==> src/design/dtc_defs.svh <==
// Register indices, field positions, reset values and counts of the timer
`ifndef DTC_DEFS_SVH
`define DTC_DEFS_SVH

// Register indices; byte address is four times the index
`define DTC_IDX_CONTROL 8'h88
`define DTC_IDX_MODE 8'h89
`define DTC_IDX_LOW_ZERO 8'h8A
`define DTC_IDX_LOW_ONE 8'h8B
`define DTC_IDX_HIGH_ZERO 8'h8C
`define DTC_IDX_HIGH_ONE 8'h8D

// Control register fields
`define DTC_CTL_FLAG_ONE 7
`define DTC_CTL_RUN_ONE 6
`define DTC_CTL_FLAG_ZERO 5
`define DTC_CTL_RUN_ZERO 4

// Mode register fields, per nibble
`define DTC_MOD_GATE 3
`define DTC_MOD_CT 2
`define DTC_MOD_HIGH 1
`define DTC_MOD_LOW 0

// Reset values
`define DTC_RST_CONTROL 8'h00
`define DTC_RST_MODE 8'h00
`define DTC_RST_COUNT 8'h00

// Clocks per machine cycle
`define DTC_MC_CLOCKS 12

`endif

==> src/design/dtc_pkg.sv <==
// Types shared by the dual timer/counter
package dtc_pkg;

    // Counter mode field
    typedef enum logic [1:0] {
        DTC_MODE_13 = 2'b00,
        DTC_MODE_16 = 2'b01,
        DTC_MODE_RELOAD = 2'b10,
        DTC_MODE_SPLIT = 2'b11
    } dtc_mode_type;

    // One nibble of the mode register
    typedef struct packed {
        logic gate;
        logic ct;
        dtc_mode_type mode;
    } dtc_cfg_type;

    // Result of one counting step
    typedef struct packed {
        logic [7:0] lo;
        logic [7:0] hi;
        logic ovf;
    } dtc_step_type;

endpackage

==> src/design/dtc_timer.sv <==
// Dual 16-bit timer/counter with a classic Wishbone register slave
//
// Register access over Wishbone was left to the implementer.
`timescale 1ns/10ps
`include "dtc_defs.svh"

module dtc_timer
    import dtc_pkg::*;
#(
    parameter int ADR_W = 12,
    parameter int MC_CLOCKS = `DTC_MC_CLOCKS
) (
    input wire logic clk,
    input wire logic resetn,
    input wire logic wb_cyc_i,
    input wire logic wb_stb_i,
    input wire logic wb_we_i,
    input wire logic [ADR_W-1:0] wb_adr_i,
    input wire logic [3:0] wb_sel_i,
    input wire logic [31:0] wb_dat_i,
    output logic [31:0] wb_dat_o,
    output logic wb_ack_o,
    input wire logic count_input_zero,
    input wire logic count_input_one,
    input wire logic external_gate_pin_zero,
    input wire logic external_gate_pin_one,
    input wire logic int_serviced_zero,
    input wire logic int_serviced_one,
    output logic overflow_flag_zero,
    output logic overflow_flag_one,
    output logic baud_tick
);

    // ****************************************************************
    // Counting step shared by both timers
    // ****************************************************************

    // Advance a timer by one count in the given mode
    function automatic dtc_step_type dtc_step(
        input dtc_mode_type mode,
        input logic [7:0] lo,
        input logic [7:0] hi
    );
        dtc_step_type s;
        logic [5:0] l5;
        logic [8:0] l9;
        logic [8:0] h9;
        s.lo = lo;
        s.hi = hi;
        s.ovf = 1'b0;
        l5 = {1'b0, lo[4:0]} + 6'h01;
        l9 = {1'b0, lo} + 9'h001;
        h9 = {1'b0, hi} + 9'h001;
        unique case (mode)
            DTC_MODE_13: begin
                // Low five bits act as a divide-by-32 prescaler
                s.lo = {lo[7:5], l5[4:0]};
                if (l5[5]) begin
                    s.hi = h9[7:0];
                    s.ovf = h9[8];
                end
            end
            DTC_MODE_16: begin
                // Full sixteen bits count
                s.lo = l9[7:0];
                if (l9[8]) begin
                    s.hi = h9[7:0];
                    s.ovf = h9[8];
                end
            end
            DTC_MODE_RELOAD: begin
                // Low byte reloads from the untouched high byte
                s.lo = l9[8] ? hi : l9[7:0];
                s.ovf = l9[8];
            end
            DTC_MODE_SPLIT: begin
                // Low byte alone as an 8-bit counter
                s.lo = l9[7:0];
                s.ovf = l9[8];
            end
        endcase
        return s;
    endfunction

    // ****************************************************************
    // Register state
    // ****************************************************************

    logic [7:0] mode_q;
    logic run_bit_zero_q;
    logic run_bit_one_q;
    logic [7:0] count_low_zero_q;
    logic [7:0] count_high_zero_q;
    logic [7:0] count_low_one_q;
    logic [7:0] count_high_one_q;
    logic ack_q;
    logic [31:0] rdata_q;
    logic baud_q;

    dtc_cfg_type cfg_zero;
    dtc_cfg_type cfg_one;
    assign cfg_zero = dtc_cfg_type'(mode_q[3:0]);
    assign cfg_one = dtc_cfg_type'(mode_q[7:4]);

    // ****************************************************************
    // Wishbone slave decode
    // ****************************************************************

    logic [7:0] idx;
    logic req;
    logic wr;
    logic [7:0] wbyte;
    assign idx = wb_adr_i[9:2];
    assign req = wb_cyc_i & wb_stb_i;
    // Writes land on the edge at which the master sees ack
    assign wr = req & wb_we_i & ack_q & wb_sel_i[0];
    assign wbyte = wb_dat_i[7:0];

    logic wr_ctl;
    logic wr_mode;
    logic wr_lo0;
    logic wr_hi0;
    logic wr_lo1;
    logic wr_hi1;
    assign wr_ctl = wr & (idx == `DTC_IDX_CONTROL);
    assign wr_mode = wr & (idx == `DTC_IDX_MODE);
    assign wr_lo0 = wr & (idx == `DTC_IDX_LOW_ZERO);
    assign wr_hi0 = wr & (idx == `DTC_IDX_HIGH_ZERO);
    assign wr_lo1 = wr & (idx == `DTC_IDX_LOW_ONE);
    assign wr_hi1 = wr & (idx == `DTC_IDX_HIGH_ONE);

    // Ack one cycle after the request, dropped the cycle after
    always_ff @(posedge clk or negedge resetn) begin
        if (!resetn) begin
            ack_q <= 1'b0;
        end else begin
            ack_q <= req & ~ack_q;
        end
    end

    // Read data captured with the request; unmapped reads give zero
    always_ff @(posedge clk or negedge resetn) begin
        if (!resetn) begin
            rdata_q <= 32'h0000_0000;
        end else if (req & ~ack_q) begin
            rdata_q <= 32'h0000_0000;
            unique case (idx)
                `DTC_IDX_CONTROL: begin
                    rdata_q[`DTC_CTL_FLAG_ONE] <= overflow_flag_one;
                    rdata_q[`DTC_CTL_RUN_ONE] <= run_bit_one_q;
                    rdata_q[`DTC_CTL_FLAG_ZERO] <= overflow_flag_zero;
                    rdata_q[`DTC_CTL_RUN_ZERO] <= run_bit_zero_q;
                end
                `DTC_IDX_MODE: begin
                    rdata_q[7:0] <= mode_q;
                end
                `DTC_IDX_LOW_ZERO: begin
                    rdata_q[7:0] <= count_low_zero_q;
                end
                `DTC_IDX_HIGH_ZERO: begin
                    rdata_q[7:0] <= count_high_zero_q;
                end
                `DTC_IDX_LOW_ONE: begin
                    rdata_q[7:0] <= count_low_one_q;
                end
                `DTC_IDX_HIGH_ONE: begin
                    rdata_q[7:0] <= count_high_one_q;
                end
                default: begin
                    rdata_q <= 32'h0000_0000;
                end
            endcase
        end
    end

    assign wb_ack_o = ack_q;
    assign wb_dat_o = rdata_q;

    // Mode register, plain read/write
    always_ff @(posedge clk or negedge resetn) begin
        if (!resetn) begin
            mode_q <= `DTC_RST_MODE;
        end else if (wr_mode) begin
            mode_q <= wbyte;
        end
    end

    // Run bits live in the control register
    always_ff @(posedge clk or negedge resetn) begin
        if (!resetn) begin
            run_bit_zero_q <= 1'b0;
            run_bit_one_q <= 1'b0;
        end else if (wr_ctl) begin
            run_bit_zero_q <= wbyte[`DTC_CTL_RUN_ZERO];
            run_bit_one_q <= wbyte[`DTC_CTL_RUN_ONE];
        end
    end

    // ****************************************************************
    // Machine cycle prescaler
    // ****************************************************************

    localparam int MC_W = $clog2(MC_CLOCKS);
    localparam logic [MC_W-1:0] MC_LAST = MC_W'(MC_CLOCKS - 1);
    logic [MC_W-1:0] mc_cnt_q;
    logic mc_tick;

    // One tick every MC_CLOCKS clocks, twelve by default
    always_ff @(posedge clk or negedge resetn) begin
        if (!resetn) begin
            mc_cnt_q <= '0;
        end else if (mc_cnt_q == MC_LAST) begin
            mc_cnt_q <= '0;
        end else begin
            mc_cnt_q <= mc_cnt_q + MC_W'(1);
        end
    end
    assign mc_tick = (mc_cnt_q == MC_LAST);

    // ****************************************************************
    // Input synchronisers and falling-edge detection
    // ****************************************************************

    // Bits 0/1 count inputs, bits 2/3 gate inputs
    logic [3:0] pins;
    logic [3:0] sync1_q;
    logic [3:0] sync2_q;
    logic [3:0] samp_q;
    logic [3:0] fall_q;
    assign pins = {external_gate_pin_one, external_gate_pin_zero,
                   count_input_one, count_input_zero};

    genvar gi;
    generate
        for (gi = 0; gi < 4; gi++) begin : g_in
            // Two-flop synchroniser per pin
            always_ff @(posedge clk or negedge resetn) begin
                if (!resetn) begin
                    sync1_q[gi] <= 1'b0;
                    sync2_q[gi] <= 1'b0;
                end else begin
                    sync1_q[gi] <= pins[gi];
                    sync2_q[gi] <= sync1_q[gi];
                end
            end
            // Sample once per machine cycle; one-cycle fall pulse
            always_ff @(posedge clk or negedge resetn) begin
                if (!resetn) begin
                    samp_q[gi] <= 1'b0;
                    fall_q[gi] <= 1'b0;
                end else if (mc_tick) begin
                    samp_q[gi] <= sync2_q[gi];
                    fall_q[gi] <= samp_q[gi] & ~sync2_q[gi];
                end else begin
                    fall_q[gi] <= 1'b0;
                end
            end
        end
    endgenerate

    // ****************************************************************
    // Count enables
    // ****************************************************************

    logic split0;
    logic stop1;
    logic open0;
    logic open1;
    logic src0;
    logic src1;
    logic inc0;
    logic inc0h;
    logic inc1;
    assign split0 = (cfg_zero.mode == DTC_MODE_SPLIT);
    assign stop1 = (cfg_one.mode == DTC_MODE_SPLIT);

    // Gate condition: gate clear or gate input high
    assign open0 = ~cfg_zero.gate | sync2_q[2];
    assign open1 = ~cfg_one.gate | sync2_q[3];

    // Source: input edges or machine cycles
    assign src0 = cfg_zero.ct ? fall_q[0] : mc_tick;
    assign src1 = cfg_one.ct ? fall_q[1] : mc_tick;

    assign inc0 = run_bit_zero_q & open0 & src0;
    // Split high byte counts machine cycles under run bit one
    assign inc0h = split0 & run_bit_one_q & mc_tick;
    // Timer 1 loses its run bit to the split high byte
    assign inc1 = ~stop1 & open1 & src1 &
                  (split0 | run_bit_one_q);

    dtc_step_type step0;
    dtc_step_type step1;
    logic [8:0] hi0_sum;
    assign step0 = dtc_step(cfg_zero.mode, count_low_zero_q,
                            count_high_zero_q);
    assign step1 = dtc_step(cfg_one.mode, count_low_one_q,
                            count_high_one_q);
    assign hi0_sum = {1'b0, count_high_zero_q} + 9'h001;

    logic set0;
    logic set1;
    logic ovf1;
    assign ovf1 = inc1 & step1.ovf;
    assign set0 = inc0 & step0.ovf;
    assign set1 = split0 ? (inc0h & hi0_sum[8]) : ovf1;

    // ****************************************************************
    // Count registers
    // ****************************************************************

    // Timer 0 low byte: software write wins over a count
    always_ff @(posedge clk or negedge resetn) begin
        if (!resetn) begin
            count_low_zero_q <= `DTC_RST_COUNT;
        end else if (wr_lo0) begin
            count_low_zero_q <= wbyte;
        end else if (inc0) begin
            count_low_zero_q <= step0.lo;
        end
    end

    // Timer 0 high byte: carry, or own counter when split
    always_ff @(posedge clk or negedge resetn) begin
        if (!resetn) begin
            count_high_zero_q <= `DTC_RST_COUNT;
        end else if (wr_hi0) begin
            count_high_zero_q <= wbyte;
        end else if (split0) begin
            if (inc0h) begin
                count_high_zero_q <= hi0_sum[7:0];
            end
        end else if (inc0) begin
            count_high_zero_q <= step0.hi;
        end
    end

    // Timer 1 low byte
    always_ff @(posedge clk or negedge resetn) begin
        if (!resetn) begin
            count_low_one_q <= `DTC_RST_COUNT;
        end else if (wr_lo1) begin
            count_low_one_q <= wbyte;
        end else if (inc1) begin
            count_low_one_q <= step1.lo;
        end
    end

    // Timer 1 high byte
    always_ff @(posedge clk or negedge resetn) begin
        if (!resetn) begin
            count_high_one_q <= `DTC_RST_COUNT;
        end else if (wr_hi1) begin
            count_high_one_q <= wbyte;
        end else if (inc1) begin
            count_high_one_q <= step1.hi;
        end
    end

    // ****************************************************************
    // Overflow flags and baud tick
    // ****************************************************************

    // Hardware set wins over software or service clear
    always_ff @(posedge clk or negedge resetn) begin
        if (!resetn) begin
            overflow_flag_zero <= 1'b0;
        end else if (set0) begin
            overflow_flag_zero <= 1'b1;
        end else if (wr_ctl) begin
            overflow_flag_zero <= wbyte[`DTC_CTL_FLAG_ZERO];
        end else if (int_serviced_zero) begin
            overflow_flag_zero <= 1'b0;
        end
    end

    // Flag one follows the split high byte while timer 0 is split
    always_ff @(posedge clk or negedge resetn) begin
        if (!resetn) begin
            overflow_flag_one <= 1'b0;
        end else if (set1) begin
            overflow_flag_one <= 1'b1;
        end else if (wr_ctl) begin
            overflow_flag_one <= wbyte[`DTC_CTL_FLAG_ONE];
        end else if (int_serviced_one) begin
            overflow_flag_one <= 1'b0;
        end
    end

    // Timer 1 overflow pulse for the serial baud generator
    always_ff @(posedge clk or negedge resetn) begin
        if (!resetn) begin
            baud_q <= 1'b0;
        end else begin
            baud_q <= ovf1;
        end
    end
    assign baud_tick = baud_q;

endmodule

==> config.mk <==
export PLATFORM = sky130hd
export DESIGN_NAME = dtc_timer
export DESIGN_NICKNAME = d
export VERILOG_FILES = /design/src/design/dtc_pkg.sv /design/src/design/dtc_timer.sv
export VERILOG_INCLUDE_DIRS = /design/src /design/src/design
export SDC_FILE = /design/constraint.sdc
export NUM_CORES = 1
export LEC_CHECK = 0
export BUFFER_PORTS_ARGS = -buffer_cell sky130_fd_sc_hd__buf_2
export CAP_MARGIN = 15
export CORE_MARGIN = 10
export CORE_UTILIZATION = 49
export CTS_CLUSTER_DIAMETER = 80
export DETAILED_ROUTE_END_ITERATION = 6
export GPL_ROUTABILITY_DRIVEN = 0
export PLACE_DENSITY = 0.78
export SLEW_MARGIN = 10
export SYNTH_ARGS = -nofsm -noshare
export SYNTH_HDL_FRONTEND = slang
export SYNTH_SLANG_ARGS = --single-unit
==> constraint.sdc <==
create_clock -name clk -period 2.24 [get_ports clk]
set_clock_uncertainty 0.15 [all_clocks]
set_input_delay 0.224 -clock clk [delete_from_list [all_inputs] [get_ports clk]]
set_output_delay 0.224 -clock clk [all_outputs]
set_load 0.02 [all_outputs]
==> results of run 1 <==
routing by layer:
metal / routed length, um / up-vias
met1: 4770 / 1838
li1: - / 1794
met3: 1070 / 33
met2: 5300 / 176
met5: 0 / -
met4: 401 / 0
worst max-delay path: cells and delay by family, from the launching register on:
kind	cells	cell delay [ns]
AND/OR/NAND/NOR	3	0.92
AO/OA/AOI/OAI	2	0.66
flip-flops	1	0.41
where the power goes:
group / switching [mW] / internal, mW / total, mW
Clock: 0.463 / 0.480 / 0.943
Sequential: 0.0105 / 1.28 / 1.29
Combinational: 0.144 / 0.0700 / 0.214
Total: 0.618 / 1.83 / 2.45
flip-flops by register name, summed over array words and instances, names as in the netlist:
register            flops
run_bit_zero_q          1
mode_q                  8
count_low_zero_q        8
samp_q                  2
count_high_one_q        8
count_low_one_q         8
mc_cnt_q                4
overflow_flag_one       1
run_bit_one_q           1
sync1_q                 4
sync2_q                 4
overflow_flag_zero      1
wb_dat_o                8
baud_tick               1
count_high_zero_q       8
wb_ack_o                1
fall_q                  2
timing repair:
item	4_1_cts	5_1_grt
gates resized for setup	2	12
pin swaps	0	4
hold endpoints to repair	74	0
setup endpoints to repair	5	17
hold buffers	5	0
buffers inserted	0	6
kinds of logic (layout without fill, tap and decap cells):
family | after synthesis | count (layout)
AO/OA/AOI/OAI | 112 | 112
flip-flops | 70 | 70
other | 1 | 24
multiplexers | 37 | 37
AND/OR/NAND/NOR | 184 | 184
XOR/XNOR | 14 | 14
buffers and inverters | 48 | 105
adder cells (fa/ha/maj) | 5 | 5
cells in the final DEF (no fill, tap or decap), types with 6 or more instances in the layout:
master,synthesis,final
mux2_2,14,14
xor2_1,9,9
and3_1,11,11
dfrtp_1,70,68
nand3_1,17,16
a31oi_1,6,6
conb_1,1,24
o21ai_0,47,44
o31ai_1,6,6
buf_2,0,39
nor2b_1,6,6
nand2_1,61,61
nor3_1,8,8
a21oi_1,19,19
and2_1,8,8
inv_1,6,6
nor2_1,39,37
buf_4,25,40
o22ai_1,6,6
clkbuf_8,0,12
mux2i_1,23,23
metrics by stage:
| stage | TNS (ns) | setup WS, ns | hold WS (ns) |
|---|---|---|---|
| 2_1_floorplan | 0 | 0.0431 | -0.222 |
| 3_3_place_gp | 0 | 0.0287 | 0.125 |
| 3_5_place_dp | -0.139 | -0.0631 | 0.130 |
| 4_1_cts | 0 | 0.0220 | 0.0268 |
| 5_1_grt | -0.188 | -0.0477 | 0.0428 |
| 6_report | 0 | 0.0233 | 0.0425 |
area by class of cell:
type | instances | area [um2]
multi-input combinational | 376 | 2330
tap | 105 | 131
clock buffer | 13 | 169
fill | 720 | 3320
clock inverter | 1 | 5.00
inverter | 6 | 22.5
timing repair buffer | 85 | 566
sequential | 70 | 1750
path summary, 6_finish.rpt:
check,startpoint,end,depth (start not counted)
worst max-delay path,count_low_one_q[4]$_DFFE_PN0P_,count_high_one_q[7]$_DFFE_PN0P_,5
worst min-delay path,wb_dat_i[4],count_high_zero_q[4]$_DFFE_PN0P_,3
worst max register to register,count_low_one_q[4]$_DFFE_PN0P_,count_high_one_q[7]$_DFFE_PN0P_,5
worst min register to register,sync1_q[0]$_DFF_PN0_,sync2_q[0]$_DFF_PN0_,0
max in group asynchronous,resetn,wb_dat_o[3]$_DFFE_PN0P_,3
min in group asynchronous,resetn,count_low_zero_q[1]$_DFFE_PN0P_,3
==> metrics.yaml, run 1 <==
stdcell_count: 656
globalRouteMet2Util: 0.274
count_of_flip_flops_with_a_built_in_enable_after_synthesis: 0
seq_area_frac_synth: 0.415
dr_total_vias: 3841
grtUsageMet3: 0.0486
gr-usage-met1: 0.224
synth-adder-area-share: 0.0148
drt_pass1_iterations: 6
final_slew_viol_count: 0
power.density_nw_per_um2: 491
netlist_top_cells_area: "dfrtp_1 41%, o21ai_0 5.6%, mux2i_1 5.5%"
drive_gt1_frac: 0.227
yosys_warnings: 0
placement_rows: 33
crit_path_cell_trace: "nand3_2 -> or3_4 -> a2111o_1 -> or4_1 -> a31oi_1"
synthXorXnorAreaFrac: 0.0290
placeableCoreArea_um2: 8300
most_repeated_cell_in_the_gate_level_netlist_after_synthesis: "dfrtp_1"
synth_compound_area_frac: 0.165
avgRoutedWirePerCell_um: 17.6
critPathSlowestCell: "a2111o_1"
global_route.overflow_total: 0
mux_share_of_post_synthesis_cell_area: 0.0919
worstSkewPairLatency_ns: 0.35
tritoncts_clock_tree: "built"
synth_top_flop_cell: "dfrtp_1"
placedCellCount: 631
io_buffers: 39
n_antenna_cell: 0
timing.hold.worst.class: "primary input to flip-flop"
via_count_normalized_by_instance_count: 5.86
finalNetCount: 612
fp.dieArea_um2: 12700
die_w_um: 113
run_status: "finished, final reports clean"
critical_path.endpoint_type: "flip-flop"
grt_setup_unrepaired: "yes"
post-route-period-util: 0.990
clock_tree.htree_level_count: 3
vias_in_the_first_global_route: 3741
hold_viol: 0
final-setup-viol-count: 0
final_cell_area_um2: 4980
synth.top_cells.by_count: "70 x dfrtp_1, 61 x nand2_1, 47 x o21ai_0"
maximum_net_fanout_on_the_critical_path: 7
area_fraction_in_and_or_nand_and_nor_cells_after_synthesis: 0.216
fin_crit_ns: 2.22
ioPinCount: 95
netlist.top_cell.by_area: "dfrtp_1"
clock_sink_count: 70
worst_ep_required_time_ns: 2.37
cts_root_buf: "clkbuf_8"
dpl_cell_area_um2: 4660
cap_violations: 0
fmaxAchievable_mhz: 451
hpwl_um: 8530
leakage_nw: 2.24
mappedNetlistArea_um2: 4220
postSynthAreaPerCell_um2: 8.96
cts-buffers-inserted: 9
synthesis.instances: 471
post_synthesis_to_final_layout_area_growth_pct: 18.0
regToRegSetupSlack_ns: 0.02
synth_top_family_by_area: "simple AND/OR/NAND/NOR gates"
route.final.wire_length_um: 11500
cp_slowest_stage_delay_ns: 0.53
setup.worst_path.start_class: "flip-flop"
start_util: 0.509
post-layout-total-power_mw: 2.45
async_flop_share: 1.00
crit_type: "flip-flop to flip-flop"
gr-max-usage-layer: "met2"
yosysUniqueCellTypes: 55
power.ir.vdd_worst_uv: 284
grt_first_pass_wirelength_um: 18700
die_y_um: 113
drt_drc_violations_left: 0
grt_max_degree: 71
gr_util_all_layers: 0.178
path_clk_slew_ns: 0.07
yosysTopAreaCellShare: 0.415
timing.critical_path.arrival_ns: 2.34
drtIter0Drc: 322
detail-route-antenna-nets: 0
synthesis_stage_register_bit_count: 70
finalCoreUtilization: 0.600
clock_tree.buffer_depth: 2
grt_antenna_before_repair: 0
Power figures use the tool's default switching activity.
==> run 2: changes to the inputs <==
- CAP_MARGIN: 15 -> not set
- CORE_UTILIZATION: 49 -> 34
- PLACE_DENSITY: 0.78 -> 0.58
==> run 2 against run 1 <==
- critical endpoint unchanged
- sequential power is essentially flat
- the flow now finishes with violations (negative setup slack)
- die area grew 36%
- flip-flop and latch count is the same
- clock power grew 54%
- largest cell class unchanged
- routed wire length grew 7.5%
- highest routed layer unchanged
- maximum frequency shrank 1.1%
==> metrics.yaml, run 2 (same netlist as run 1, synthesis figures left out) <==
run_status: "finished, violations left"
violations: "negative setup slack"
drt_pass1_iterations: 4
timing.critical_path.arrival_ns: 2.36
fmaxAchievable_mhz: 446
tritoncts_clock_tree: "built"
final_cell_area_um2: 5210
via_count_normalized_by_instance_count: 5.20
min_path_cells: 3
grt_antenna_before_repair: 0
grt_setup_unrepaired: "yes"
r2r-start: "count_low_one_q[0]$_DFFE_PN0P_"
power.ir.vdd_worst_uv: 291
ioPinCount: 95
post-route-period-util: 1.00
finalNetCount: 613
drt_drc_violations_left: 0
gr_util_all_layers: 0.147
filler_cell_count: 1191
avgRoutedWirePerCell_um: 17.2
start_util: 0.350
die_w_um: 131
n_antenna_cell: 0
worst_r2r_endpoint: "count_high_one_q[7]$_DFFE_PN0P_"
vias_in_the_first_global_route: 3789
leakage_nw: 2.30
fp.dieArea_um2: 17300
maximum_net_fanout_on_the_critical_path: 6
clock_tree.buffer_depth: 2
mostFrequentLayoutCells: "69 x dfrtp_1, 61 x nand2_1, 45 x o21ai_0"
die_y_um: 131
cap_violations: 0
layout.cells.most_common: "dfrtp_1"
grt_first_pass_wirelength_um: 20500
detail-route-antenna-nets: 0
placeableCoreArea_um2: 12100
drtIter0Drc: 318
power.density_nw_per_um2: 570
rr_worst_depth: 6
hold_slack_ns: 0.0335
worstSkewPairLatency_ns: 0.35
post_synthesis_to_final_layout_area_growth_pct: 23.3
worst_ep_required_time_ns: 2.35
setup.worst_path.start_class: "flip-flop"
final-setup-viol-count: 1
hold_viol: 0
hpwl_um: 9350
hold_path_end: "count_low_one_q[0]$_DFFE_PN0P_"
timing.hold.worst.start: "wb_dat_i[0]"
timing.hold.worst.class: "primary input to flip-flop"
cts-buffers-inserted: 9
io_buffers: 39
route.final.wire_length_um: 12400
dpl_cell_area_um2: 4790
path_clk_slew_ns: 0.06
post-layout-total-power_mw: 2.97
clock_tree.htree_level_count: 3
critical_path.endpoint_type: "flip-flop"
cts_root_buf: "clkbuf_16"
setup_slack_ns: -0.00161
finalCoreUtilization: 0.432
regToRegSetupSlack_ns: -0.002
drive_gt1_frac: 0.231
grt_max_degree: 39
global_route.overflow_total: 0
crit_type: "flip-flop to flip-flop"
dr_total_vias: 3756
final_slew_viol_count: 0
fin_crit_ns: 2.24
placement_rows: 40
clock_sink_count: 70
==> run 2: cell types whose count changed in the layout (fill, tap and decap cells not counted), sizes merged <==
cell and delta:
bufinv +1, clkinvlp +2, buf +1, clkbuf -3, clkinv +1, inv +1
==> run 2: worst max-delay path, stage by stage, from the launching register on <==
cell and delay, ns:
dfrtp_1 0.40, ha_2 0.22, and4_4 0.26, nand3_4 0.08
a2111o_1 0.47, or4_1 0.43, a31oi_1 0.15
==> run 2: timing repair <==
action	in CTS	in global routing
setup endpoints to repair	5	20
gates cloned	0	0
buffers inserted	1	1
hold endpoints to repair	36	0
hold buffers	5	0
resized for setup	0	13
pin swaps	2	5
==> run 2: cell type report <==
type	instances	area (um2)	area share
multi-input combinational	376	2330	0.447
sequential	70	1750	0.337
timing repair buffer	86	592	0.114
clock buffer	10	229	0.0440
tap	168	210	0.0404
clock inverter	6	71.3	0.0137
inverter	6	22.5	0.00433
==> run 2: how the worst max path moves through the flow <==
stage,from,end,slack (ns)
final,count_low_one_q[0]$_DFFE_PN0P_,count_high_one_q[7]$_DFFE_PN0P_,-0.002
after global routing,count_low_one_q[0]$_DFFE_PN0P_,count_high_one_q[7]$_DFFE_PN0P_,-0.08
after CTS,count_low_one_q[1]$_DFFE_PN0P_,count_high_one_q[7]$_DFFE_PN0P_,-0.002
after detailed placement,count_low_one_q[0]$_DFFE_PN0P_,count_high_one_q[7]$_DFFE_PN0P_,-0.04
after global placement,count_low_one_q[0]$_DFFE_PN0P_,count_high_one_q[7]$_DFFE_PN0P_,0.0009
after floorplan,count_low_one_q[0]$_DFFE_PN0P_,count_high_one_q[7]$_DFFE_PN0P_,0.04
==> run 2: where the power goes <==
group	internal [mW]	total, mW	switching (mW)
Clock	0.870	1.45	0.584
Sequential	1.28	1.29	0.00980
Combinational	0.0711	0.224	0.153
Total	2.22	2.97	0.747
==> run 2: metrics by stage <==
step	TNS, ns	instances	setup slack [ns]
4_1_cts	-0.00171	721	-0.00171
5_1_grt	-0.222	722	-0.0849
2_1_floorplan	0	494	0.0431
6_report	-0.00161	722	-0.00161
3_3_place_gp	0	699	0.000923
3_5_place_dp	-0.0362	699	-0.0362
==> run 2: layer usage <==
layer | routed length [um] | global-route usage | vias up
met5 | 0 | 0 | -
met4 | 313 | 0.0649 | 0
met3 | 902 | 0.0351 | 20
met2 | 5590 | 0.220 | 109
met1 | 5600 | 0.196 | 1827
li1 | - | - | 1800
==> run 3: changes to the inputs <==
- SKIP_CTS_REPAIR_TIMING: not set -> 1
==> run 3 against run 2 <==
- the flow still finishes with violations (negative setup slack)
- combinational power is essentially flat
- non-clock buffer count grew 1
- routed wire length is essentially flat
- first-iteration DRC count grew 2.8%
- via count grew 0.29%
- setup slack lost 0.0019 ns
- final area grew 0.17%
- core utilization grew 0.073 points
- maximum frequency is essentially flat
- hold slack gained 0.0050 ns
==> metrics.yaml, run 3 (same netlist as run 1, synthesis figures left out) <==
dpl_cell_area_um2: 4790
avgRoutedWirePerCell_um: 17.2
fmaxAchievable_mhz: 446
cts_root_buf: "clkbuf_16"
post_synthesis_to_final_layout_area_growth_pct: 23.5
drive_gt1_frac: 0.234
die_w_um: 131
placeableCoreArea_um2: 12100
tritoncts_clock_tree: "built"
grt_antenna_before_repair: 0
grt_setup_unrepaired: "yes"
power.density_nw_per_um2: 570
detail-route-antenna-nets: 0
global_route.overflow_total: 0
hpwl_um: 9350
filler_cell_count: 1188
grt_max_degree: 39
placedCellCount: 699
route.final.wire_length_um: 12400
setup_slack_ns: -0.00352
fin_crit_ns: 2.24
worst_ep_required_time_ns: 2.35
path_buf_inv: 0
post-route-period-util: 1.00
clock_sink_count: 70
die_y_um: 131
drt_pass1_iterations: 5
clock_tree.htree_level_count: 3
critical_path.endpoint_type: "flip-flop"
worstSetupPathDepth: 6
layout.cells.most_common: "dfrtp_1"
cts-buffers-inserted: 9
final_slew_viol_count: 0
crit_type: "flip-flop to flip-flop"
leakage_nw: 2.31
mostFrequentLayoutCells: "69 x dfrtp_1, 61 x nand2_1, 45 x o21ai_0"
multi_input_gate_area_um2: 2330
dr_total_vias: 3767
final_cell_area_um2: 5220
critPathSlowestCell: "a2111o_1"
setup.worst_path.start_class: "flip-flop"
cp_slowest_stage_delay_ns: 0.47
grt_first_pass_wirelength_um: 20400
fp.dieArea_um2: 17300
gr_util_all_layers: 0.146
cap_violations: 0
crit_path_start: "count_low_one_q[1]$_DFFE_PN0P_"
start_util: 0.350
pre_cts_ws_ns: -0.0362
worst_r2r_endpoint: "count_high_one_q[7]$_DFFE_PN0P_"
maximum_net_fanout_on_the_critical_path: 6
ff_latch_area_um2: 1750
finalNetCount: 614
via_count_normalized_by_instance_count: 5.21
io_buffers: 39
worstSkewPairLatency_ns: 0.35
power.ir.vdd_worst_uv: 293
regToRegSetupSlack_ns: -0.004
drt_drc_violations_left: 0
crit_path_cell_trace: "ha_2 -> and4_4 -> nand3_4 -> a2111o_1 -> or4_1 -> a31oi_1"
n_antenna_cell: 0
stdcell_count: 723
vias_in_the_first_global_route: 3763
path_clk_slew_ns: 0.06
ioPinCount: 95
clock_tree.buffer_depth: 2
placement_rows: 40
rr_worst_depth: 6
final-setup-viol-count: 1
worst_setup_path_endpoint: "count_high_one_q[7]$_DFFE_PN0P_"
violations: "negative setup slack"
critical-path-top-delay-family: "simple AND/OR/NAND/NOR gates"
timing.hold.worst.class: "primary input to flip-flop"
hold_viol: 0
drtIter0Drc: 327
r2r-start: "count_low_one_q[1]$_DFFE_PN0P_"
timing.critical_path.arrival_ns: 2.36
run_status: "finished, violations left"
finalCoreUtilization: 0.432
post-layout-total-power_mw: 2.97
-- run 3: report_power, final --
part | internal, mW | switching [mW] | total (mW)
clock network | 0.870 | 0.588 | 1.46
registers | 1.28 | 0.00985 | 1.29
logic | 0.0712 | 0.154 | 0.225
-- run 3: how the worst min path moves through the flow --
| stage | startpoint | cells past startpoint | endpoint |
|---|---|---|---|
| 2_1_floorplan | resetn | 0 | baud_tick$_DFF_PN0_ |
| 3_3_place_gp | resetn | 1 | sync1_q[2]$_DFF_PN0_ |
| 3_5_place_dp | resetn | 1 | mode_q[1]$_DFFE_PN0P_ |
| 4_1_cts | resetn | 1 | mc_cnt_q[1]$_DFF_PN0_ |
| 5_1_grt | wb_dat_i[0] | 3 | count_high_one_q[0]$_DFFE_PN0P_ |
| 6_report | wb_dat_i[1] | 2 | count_low_one_q[1]$_DFFE_PN0P_ |
-- run 3: cell type report --
| class | instances | share of cell area |
|---|---|---|
| timing repair buffer | 87 | 0.115 |
| sequential | 70 | 0.336 |
| inverter | 6 | 0.00432 |
| tap | 168 | 0.0403 |
| multi-input combinational | 376 | 0.447 |
| clock buffer | 10 | 0.0439 |
| clock inverter | 6 | 0.0137 |
-- run 3: metrics by stage --
stage,TNS [ns],hold WS (ns)
final,-0.00352,0.0385
after global routing,-0.227,0.0538
after CTS,-0.124,-0.297
after detailed placement,-0.0362,0.0721
after global placement,0,0.0578
after floorplan,0,-0.222
-- run 3: routing by layer --
metal	global-route usage	share of wire	vias up
met5	0	0	-
met4	0.0649	0.024	0
met3	0.0351	0.079	18
li1	-	-	1803
met2	0.219	0.45	121
met1	0.196	0.45	1825
-- run 3: worst reg2reg max path: cells and delay by family (launching register included) --
kind                       cells  cell delay (ns)
adders and majority gates      1             0.22
and+or+nand+nor                3             0.77
AOI/OAI and AO/OA              2             0.62
DFF                            1             0.40
